===== config.mk =====
export PLATFORM = sky130hd
export DESIGN_NAME = io_proc_end_flat
export DESIGN_NICKNAME = d
export VERILOG_FILES = /design/src/rtl/io_bus_pkg.sv /design/src/rtl/io_bus_if.sv /design/src/rtl/io_proc_end.sv /design/src/flat_wrapper.sv
export SDC_FILE = /design/constraint.sdc
export NUM_CORES = 1
export LEC_CHECK = 0
export BUFFER_PORTS_ARGS = -buffer_cell sky130_fd_sc_hd__buf_2
export CORE_ASPECT_RATIO = 1.25
export CORE_MARGIN = 3
export CORE_UTILIZATION = 53
export DETAILED_ROUTE_END_ITERATION = 12
export HOLD_SLACK_MARGIN = 0.15
export MAX_ROUTING_LAYER = met4
export PLACE_DENSITY = 0.89
export SLEW_MARGIN = 25
export SYNTH_ARGS = -nofsm -noshare
export SYNTH_HDL_FRONTEND = slang
export SYNTH_SLANG_ARGS = --single-unit

===== constraint.sdc =====
create_clock -name clk_sys_i -period 3.7 [get_ports clk_sys_i]
set_input_delay 0.37 -clock clk_sys_i [delete_from_list [all_inputs] [get_ports clk_sys_i]]
set_output_delay 0.37 -clock clk_sys_i [all_outputs]
set_load 0.03 [all_outputs]

===== src/rtl/io_bus_pkg.sv =====
// Shared constants of the programmed I/O bus: word layout, function
// codes, timing and the processor end's software register map.
// Assumes one 125 MHz system clock shared by both ends.
package io_bus_pkg;
    localparam int WORD_W      = 16;
    localparam int FUNC_W      = 4;
    localparam int DADDR_W     = 6;
    localparam int SEL_W       = FUNC_W + DADDR_W;
    localparam int MAX_DEVICES = 20;
    // Select lines: low nibble is bus bits 7..10, upper six bits 11..16
    localparam int SEL_FUNC_LSB  = 0;
    localparam int SEL_DADDR_LSB = 4;
    // Function codes carried out by control pulses
    localparam logic [3:0] FN_MASK_SET = 4'h1;
    localparam logic [3:0] FN_MASK_CLR = 4'h2;
    localparam logic [3:0] FN_BUF_CLR  = 4'h3;
    // Operations of the processor end
    localparam logic [1:0] OP_INPUT  = 2'h0;
    localparam logic [1:0] OP_OUTPUT = 2'h1;
    localparam logic [1:0] OP_CTRL   = 2'h2;
    localparam logic [1:0] OP_SENSE  = 2'h3;
    // Timing
    localparam int CLK_PERIOD_NS = 8;
    localparam int READY_WAIT_NS = 96;
    localparam int READY_WAIT_CYC = READY_WAIT_NS / CLK_PERIOD_NS;
    localparam int CLEAR_NS      = 16;
    localparam int CLEAR_CYC = (CLEAR_NS + CLK_PERIOD_NS - 1) / CLK_PERIOD_NS;
    // Software register map of the processor end
    localparam int REG_AW = 5;
    localparam logic [4:0] REG_CMD    = 5'h00;
    localparam logic [4:0] REG_ACC    = 5'h04;
    localparam logic [4:0] REG_STATUS = 5'h08;
    localparam logic [4:0] REG_ISTAT  = 5'h0c;
    localparam logic [4:0] REG_IMASK  = 5'h10;
    localparam logic [4:0] REG_MCLR   = 5'h14;
    // Command register fields
    localparam int CMD_FUNC_LSB  = 0;
    localparam int CMD_DADDR_LSB = 4;
    localparam int CMD_OP_LSB    = 10;
    localparam int CMD_CLRACC    = 12;
    // Event bits of status and mask registers
    localparam int EV_SKIP   = 0;
    localparam int EV_NOSKIP = 1;
    localparam int EV_DEVIRQ = 2;
    localparam int EV_W      = 3;
endpackage : io_bus_pkg


===== src/rtl/io_bus_if.sv =====
// Bus between the processor end and peripheral interfaces.
// Assumes one device drives the input word and ready lines of each bus.
`timescale 1ns/10ps
interface io_bus_if;
    logic [io_bus_pkg::SEL_W-1:0]  select_function_lines;
    logic                          select_valid;
    logic [io_bus_pkg::WORD_W-1:0] output_word_lines;
    logic [io_bus_pkg::WORD_W-1:0] input_word_lines;
    logic                          device_ready_line;
    logic                          reset_ready_pulse;
    logic                          control_pulse;
    logic                          master_clear_line;
    logic                          program_irq_line;

    modport proc (
        output select_function_lines,
        output select_valid,
        output output_word_lines,
        output reset_ready_pulse,
        output control_pulse,
        output master_clear_line,
        input  input_word_lines,
        input  device_ready_line,
        input  program_irq_line
    );

    modport dev (
        input  select_function_lines,
        input  select_valid,
        input  output_word_lines,
        input  reset_ready_pulse,
        input  control_pulse,
        input  master_clear_line,
        output input_word_lines,
        output device_ready_line,
        output program_irq_line
    );
endinterface : io_bus_if


===== src/rtl/io_proc_end.sv =====
// Processor end of the I/O bus with a small software register port.
// Assumes devices answer ready within the fixed wait window.
//
// Added by the designer: the placing of the registers and the address-and-strobe port.
`timescale 1ns/10ps
module io_proc_end (
    input  wire logic        clk_sys_i,   // System clock
    input  wire logic        rst_i,       // Async reset, active high
    input  wire logic [4:0]  addr_i,      // Register byte address
    input  wire logic [15:0] wdata_i,     // Write data
    input  wire logic        wr_i,        // Write strobe
    input  wire logic        rd_i,        // Read strobe
    output logic      [15:0] rdata_o,     // Read data, cycle after rd_i
    output logic             irq_o,       // Level interrupt
    io_bus_if.proc           bus          // I/O bus
);
    typedef enum logic [4:0] {
        P_IDLE = 5'b00001,
        P_SEL  = 5'b00010,
        P_WAIT = 5'b00100,
        P_XFER = 5'b01000,
        P_DONE = 5'b10000
    } pstate_t;

    pstate_t     state_r;
    logic [15:0] acc_r;
    logic [9:0]  sel_r;
    logic [1:0]  op_r;
    logic        clracc_r;
    logic        skip_r;
    logic [7:0]  wait_r;
    logic [2:0]  clr_cnt_r;
    logic [2:0]  istat_r;
    logic [2:0]  imask_r;
    logic [2:0]  ev_set;
    logic        cmd_wr;

    assign cmd_wr = wr_i && addr_i == io_bus_pkg::REG_CMD && state_r == P_IDLE;

    // Polled or interrupt-driven transfer sequencer
    always_ff @(posedge clk_sys_i or posedge rst_i) begin
        if (rst_i) begin
            state_r <= P_IDLE;
            wait_r  <= 8'h00;
            skip_r  <= 1'b0;
        end else begin
            case (state_r)
                P_IDLE: if (cmd_wr) state_r <= P_SEL;
                P_SEL: begin
                    wait_r  <= 8'h00;
                    skip_r  <= 1'b0;
                    state_r <= (op_r == io_bus_pkg::OP_CTRL) ? P_XFER : P_WAIT;
                end
                P_WAIT: begin
                    wait_r <= wait_r + 8'h01;
                    if (bus.device_ready_line) begin
                        skip_r  <= 1'b1;
                        state_r <= (op_r == io_bus_pkg::OP_SENSE) ? P_DONE
                                                                  : P_XFER;
                    end else if (wait_r ==
                        8'(io_bus_pkg::READY_WAIT_CYC - 1)) begin
                        state_r <= P_DONE;
                    end
                end
                P_XFER: state_r <= P_DONE;
                P_DONE: state_r <= P_IDLE;
                default: state_r <= P_IDLE;
            endcase
        end
    end

    // Command latch and accumulator
    always_ff @(posedge clk_sys_i or posedge rst_i) begin
        if (rst_i) begin
            acc_r    <= 16'h0000;
            sel_r    <= 10'h000;
            op_r     <= 2'h0;
            clracc_r <= 1'b0;
        end else begin
            if (cmd_wr) begin
                sel_r    <= wdata_i[9:0];
                op_r     <= wdata_i[io_bus_pkg::CMD_OP_LSB +: 2];
                clracc_r <= wdata_i[io_bus_pkg::CMD_CLRACC];
            end
            if (wr_i && addr_i == io_bus_pkg::REG_ACC && state_r == P_IDLE)
                acc_r <= wdata_i;
            else if (state_r == P_XFER && op_r == io_bus_pkg::OP_INPUT)
                acc_r <= (clracc_r ? 16'h0000 : acc_r)
                         | bus.input_word_lines;
        end
    end

    // Bus drive, all from flops
    always_ff @(posedge clk_sys_i or posedge rst_i) begin
        if (rst_i) begin
            bus.select_function_lines <= 10'h000;
            bus.select_valid          <= 1'b0;
            bus.output_word_lines     <= 16'h0000;
            bus.reset_ready_pulse     <= 1'b0;
            bus.control_pulse         <= 1'b0;
        end else begin
            bus.select_valid          <= state_r == P_SEL
                                      || state_r == P_WAIT
                                      || state_r == P_XFER;
            bus.select_function_lines <= sel_r;
            // Word frozen while a device is selected
            if (state_r == P_IDLE)
                bus.output_word_lines <= acc_r;
            bus.reset_ready_pulse <= state_r == P_WAIT
                && bus.device_ready_line
                && (op_r == io_bus_pkg::OP_INPUT
                    || op_r == io_bus_pkg::OP_OUTPUT);
            // One cycle after select rises, inside the select window
            bus.control_pulse <= state_r == P_XFER
                && op_r == io_bus_pkg::OP_CTRL;
        end
    end

    // Master clear pulse
    always_ff @(posedge clk_sys_i or posedge rst_i) begin
        if (rst_i) begin
            clr_cnt_r             <= 3'h0;
            bus.master_clear_line <= 1'b1;
        end else begin
            if (wr_i && addr_i == io_bus_pkg::REG_MCLR)
                clr_cnt_r <= 3'(io_bus_pkg::CLEAR_CYC);
            else if (clr_cnt_r != 3'h0)
                clr_cnt_r <= clr_cnt_r - 3'h1;
            bus.master_clear_line <= clr_cnt_r != 3'h0;
        end
    end

    // Events: skip, no skip, device interrupt; set wins over clear
    always_comb begin
        ev_set = 3'h0;
        ev_set[io_bus_pkg::EV_SKIP]   = state_r == P_DONE && skip_r;
        ev_set[io_bus_pkg::EV_NOSKIP] = state_r == P_DONE && !skip_r;
        ev_set[io_bus_pkg::EV_DEVIRQ] = bus.program_irq_line;
    end

    always_ff @(posedge clk_sys_i or posedge rst_i) begin
        if (rst_i) begin
            istat_r <= 3'h0;
            imask_r <= 3'h0;
            irq_o   <= 1'b0;
        end else begin
            if (wr_i && addr_i == io_bus_pkg::REG_ISTAT)
                istat_r <= (istat_r & ~wdata_i[2:0]) | ev_set;
            else
                istat_r <= istat_r | ev_set;
            if (wr_i && addr_i == io_bus_pkg::REG_IMASK)
                imask_r <= wdata_i[2:0];
            irq_o <= |(istat_r & imask_r);
        end
    end

    // Register read port
    always_ff @(posedge clk_sys_i or posedge rst_i) begin
        if (rst_i) begin
            rdata_o <= 16'h0000;
        end else if (rd_i) begin
            case (addr_i)
                io_bus_pkg::REG_CMD:    rdata_o <= {3'h0, clracc_r, op_r,
                                                    sel_r};
                io_bus_pkg::REG_ACC:    rdata_o <= acc_r;
                io_bus_pkg::REG_STATUS: rdata_o <= {13'h0000,
                                                    bus.program_irq_line,
                                                    skip_r,
                                                    state_r != P_IDLE};
                io_bus_pkg::REG_ISTAT:  rdata_o <= {13'h0000, istat_r};
                io_bus_pkg::REG_IMASK:  rdata_o <= {13'h0000, imask_r};
                default:                rdata_o <= 16'h0000;
            endcase
        end else begin
            rdata_o <= 16'h0000;
        end
    end
endmodule : io_proc_end


===== src/flat_wrapper.sv =====
// flat-port wrapper written by rule: the top's interface ports become plain ports
module io_proc_end_flat 
  (clk_sys_i, rst_i, addr_i, wdata_i, wr_i, rd_i, rdata_o, irq_o, bus_select_function_lines, bus_select_valid, bus_output_word_lines, bus_reset_ready_pulse, bus_control_pulse, bus_master_clear_line, bus_input_word_lines, bus_device_ready_line, bus_program_irq_line);
  io_bus_if bus_i ();
  input  wire logic clk_sys_i;
  input  wire logic rst_i;
  input  wire logic [4:0] addr_i;
  input  wire logic [15:0] wdata_i;
  input  wire logic wr_i;
  input  wire logic rd_i;
  output logic      [15:0] rdata_o;
  output logic irq_o;
  output wire logic [$bits(bus_i.select_function_lines)-1:0] bus_select_function_lines;
  output wire logic [$bits(bus_i.select_valid)-1:0] bus_select_valid;
  output wire logic [$bits(bus_i.output_word_lines)-1:0] bus_output_word_lines;
  output wire logic [$bits(bus_i.reset_ready_pulse)-1:0] bus_reset_ready_pulse;
  output wire logic [$bits(bus_i.control_pulse)-1:0] bus_control_pulse;
  output wire logic [$bits(bus_i.master_clear_line)-1:0] bus_master_clear_line;
  input wire logic [$bits(bus_i.input_word_lines)-1:0] bus_input_word_lines;
  input wire logic [$bits(bus_i.device_ready_line)-1:0] bus_device_ready_line;
  input wire logic [$bits(bus_i.program_irq_line)-1:0] bus_program_irq_line;
  assign bus_select_function_lines = bus_i.select_function_lines;
  assign bus_select_valid = bus_i.select_valid;
  assign bus_output_word_lines = bus_i.output_word_lines;
  assign bus_reset_ready_pulse = bus_i.reset_ready_pulse;
  assign bus_control_pulse = bus_i.control_pulse;
  assign bus_master_clear_line = bus_i.master_clear_line;
  assign bus_i.input_word_lines = bus_input_word_lines;
  assign bus_i.device_ready_line = bus_device_ready_line;
  assign bus_i.program_irq_line = bus_program_irq_line;
  io_proc_end u_core (.clk_sys_i(clk_sys_i), .rst_i(rst_i), .addr_i(addr_i), .wdata_i(wdata_i), .wr_i(wr_i), .rd_i(rd_i), .rdata_o(rdata_o), .irq_o(irq_o), .bus(bus_i));
endmodule

==> impl_results.md <==
* Vias per inst at about 6
* TritonCTS clock tree: done
* Worst-path clk slew at about 0.11 ns
* Worst Setup Slack, final at 0.814 ns
* Worst Hold Class: in -> async
* Grt ovf at 0
* Synth warnings at 0
* Pwr dens at approximately 540 mW/mm²
* Global-route wire length before repair at 15600 µm
* Crit Reg-Reg Endpoint: u_core.sel_r[1]$_DFFE_PP0P_
* Hold_buf cts at 0
* Crit-path max FO at 18
* VDD IR max at approximately 0.26 mV
* CORE AREA at around 0.0074 mm²
* Diode count at 0
* Post-route ant nets at 0
* Post-Synthesis Cell Area at 0.00407 mm²
* Later-pin clock latency in the skew report at 0.38 ns
* GPL Wtd Cong at approximately 0.91
* Full die area at about 0.009 mm²
* Worst R2R Start: u_core.state_r[3]$_DFFE_PP0P_
* I/O pin total at 90
* H-tree depth at 3
* Kind of critical path: reg -> reg
* Root Buffer: clkbuf_8
* Tightest Pin Transition at roughly 1.1 ns
* Sw power at 0.000817 W
* M1 wire length at between 3000 and 4000 µm
* Detail Placement HPWL at ~6700 µm
* Metal3 WL at about 650 µm
* Vias in the first global route at roughly 3.1k
* Largest net degree at the start of global routing at between 70 and 80
* Total Power at 0.00257 W
* Critical Path End: u_core.sel_r[1]$_DFFE_PP0P_
* CP endpoint kind: flip-flop
* Final min period at 2.89 ns
* Flop pwr share at 0.523
* Non-filler cells, final at 520
* Initial core utilization at 0.550
* Cells after DPL at 504
* Commonest non-fill, non-tap cell in the layout: dfrtp_1
* Iter 0 DRT Violations at roughly 260
* Metal2 WL at slightly above 5000 µm
* Clock tree buffer depth at 2
* Int Pwr at around 0.0018 W
* Max cap viols at 0
* Post-CTS sizing at 0
* Final worst path period share at 0.780
* # setup viols final at 0
* RSZ-0062 raised after global routing: no
* Top sig layer: met4
* DRC errors left at 0
* Synth Flop Type: dfrtp_1
* Layout area overhead at 17.8%
* Final Hold Fails at 0
* Most frequent cells in the layout: 97 x dfrtp_1, 89 x buf_2, 33 x mux2_2
* Synth unique cells at 43
* Sw Ratio at 0.318
* Slew Limit Fails at 0
* Synth Net Count at ~390
* Pleak at 2.31 nW
* Die height at between 100 and 150 µm
* # nets final at about 470
* Number of synthesized register bits at a little under 100
* Synth area leader: dfrtp_1
* Initial DRT Pass Iterations at 5
* Max-Slew Margin vs Limit at 0.263
* Routed wire per std cell at around 19 µm
* Input/output buffers at 89
* CTS Buf Count at 9
* Post-synthesis sequential area ratio at 0.609
* Worst EP arrival at 3.15 ns
* F_max at around 350 MHz
* Post-synth EDFFs at 0
* Gate Count Post-Synth at ~340
* Gr usage total at 0.233
* Syn avg cell area at 12.0 µm²
* Reg2Reg Depth at 4
* Final wirelength at approximately 9700 µm
* Outcome: completed
* Place WS at slightly above 0.9 ns
* Worst setup SP type: flip-flop
* Synth top area share at 0.596
* Row cnt at 35
* Slack of the worst reg-to-reg path at about 0.8 ns
* Clock Power Share at 0.290
* Synth area leaders: dfrtp_1 60%, mux2_2 9.1%, a22oi_1 4.8%
* Initial antenna violation count at 0
* Setup tns final at 0 ns
* Via count at between 3k and 4k
* Post-CTS setup repair buffer count at 0
* Layout Utilization at 0.648
* Comb power frac at 0.187
* CP required at just under 4 ns
* Clock Skews at ~0.017 ns
* Fraction of layout cells with a size suffix above 1 at 0.348
* Die X-Extent at approximately 84 µm
* Crit path launch: u_core.state_r[3]$_DFFE_PP0P_
* CTS Sinks at just under 100
* Async S/R FF share, synth at 1.00
critical path: stages (launching register included):
cell and delay [ns]:
dfrtp_1 0.49, nor3_1 0.40, nand2_2 0.41, nor4b_4 1.05
mux2_2 0.43
cell usage after synthesis (8+ instances only):
library cell	n
dfrtp_1	97
mux2_2	33
nand2_1	30
a22oi_1	26
nor2_1	24
o21ai_0	22
clkbuf_1	12
inv_1	9
mux2i_1	9
nand3_1	8
cell type report:
type	count	area [µm²]
clock buffer	9	124
clock inverter	7	95.1
fill	555	2610
inverter	9	36.3
multi-input combinational	214	1490
sequential	99	2480
tap	92	115
timing repair buffer	90	453
power groups by stage:
| stage | combinational, W | sequential (W) | clock (W) |
|---|---|---|---|
| floorplan | 0.000214 | 0.00145 | 0 |
| global placement | 0.000455 | 0.00135 | 0 |
| detailed placement | 0.000478 | 0.00136 | 0 |
| CTS | 0.000487 | 0.00134 | 0.000758 |
| global route | 0.000521 | 0.00136 | 0.000804 |
| finish | 0.000481 | 0.00134 | 0.000745 |
metal layers:
| metal | GRT usage | vias to the layer above |
|---|---|---|
| li1 | - | 1384 |
| met1 | 0.280 | 1562 |
| met2 | 0.392 | 143 |
| met3 | 0.0547 | 24 |
| met4 | 0.0735 | 0 |
| met5 | - | - |
worst min-delay path by stage:
stage / end / slack (ns) / start / cells after the start
floorplan: u_core.bus.select_function_lines[0]$_DFF_PP0_ / 0.37 / u_core.sel_r[0]$_DFFE_PP0P_ / 0
global placement: u_core.bus.select_function_lines[8]$_DFF_PP0_ / 0.39 / u_core.sel_r[8]$_DFFE_PP0P_ / 0
detailed placement: u_core.bus.select_function_lines[9]$_DFF_PP0_ / 0.39 / u_core.sel_r[9]$_DFFE_PP0P_ / 0
CTS: u_core.istat_r[2]$_DFF_PP0_ / 0.18 / bus_program_irq_line / 2
global route: u_core.istat_r[2]$_DFF_PP0_ / 0.17 / bus_program_irq_line / 2
finish: u_core.bus.output_word_lines[7]$_DFFE_PP0P_ / 0.16 / rst_i / 2
stage by stage:
| stage | cell area [µm²] | hold WS, ns |
|---|---|---|
| after global routing | 4790 | 0.174 |
| after CTS | 4790 | 0.179 |
| after floorplan | 4070 | 0.367 |
| after global placement | 4570 | 0.388 |
| final | 4790 | 0.163 |
| after detailed placement | 4570 | 0.389 |
state kept, by name, summed over array words and instances, names as in the netlist:
name                              flops
u_core.acc_r                         16
u_core.bus.output_word_lines         16
u_core.rdata_o                       16
u_core.bus.select_function_lines     10
u_core.sel_r                         10
u_core.wait_r                         8
u_core.state_r                        5
u_core.clr_cnt_r                      3
u_core.imask_r                        3
u_core.istat_r                        3
u_core.op_r                           2
u_core.bus.control_pulse              1
u_core.bus.master_clear_line          1
u_core.bus.reset_ready_pulse          1
u_core.bus.select_valid               1
u_core.clracc_r                       1
u_core.irq_o                          1
u_core.skip_r                         1
logic make-up (layout without fill, tap and decap cells):
kind of cell    Yosys count  after routing  share of synthesized area
fa+ha+maj                 3              3                    0.00922
simple gates            100            100                      0.127
flops                    99             99                      0.609
mux                      42             42                      0.113
buf+inv                  26            115                     0.0286
xor+xnor                  4              4                    0.00861
compound gates           65             65                      0.104
Power figures use the tool's default switching activity.
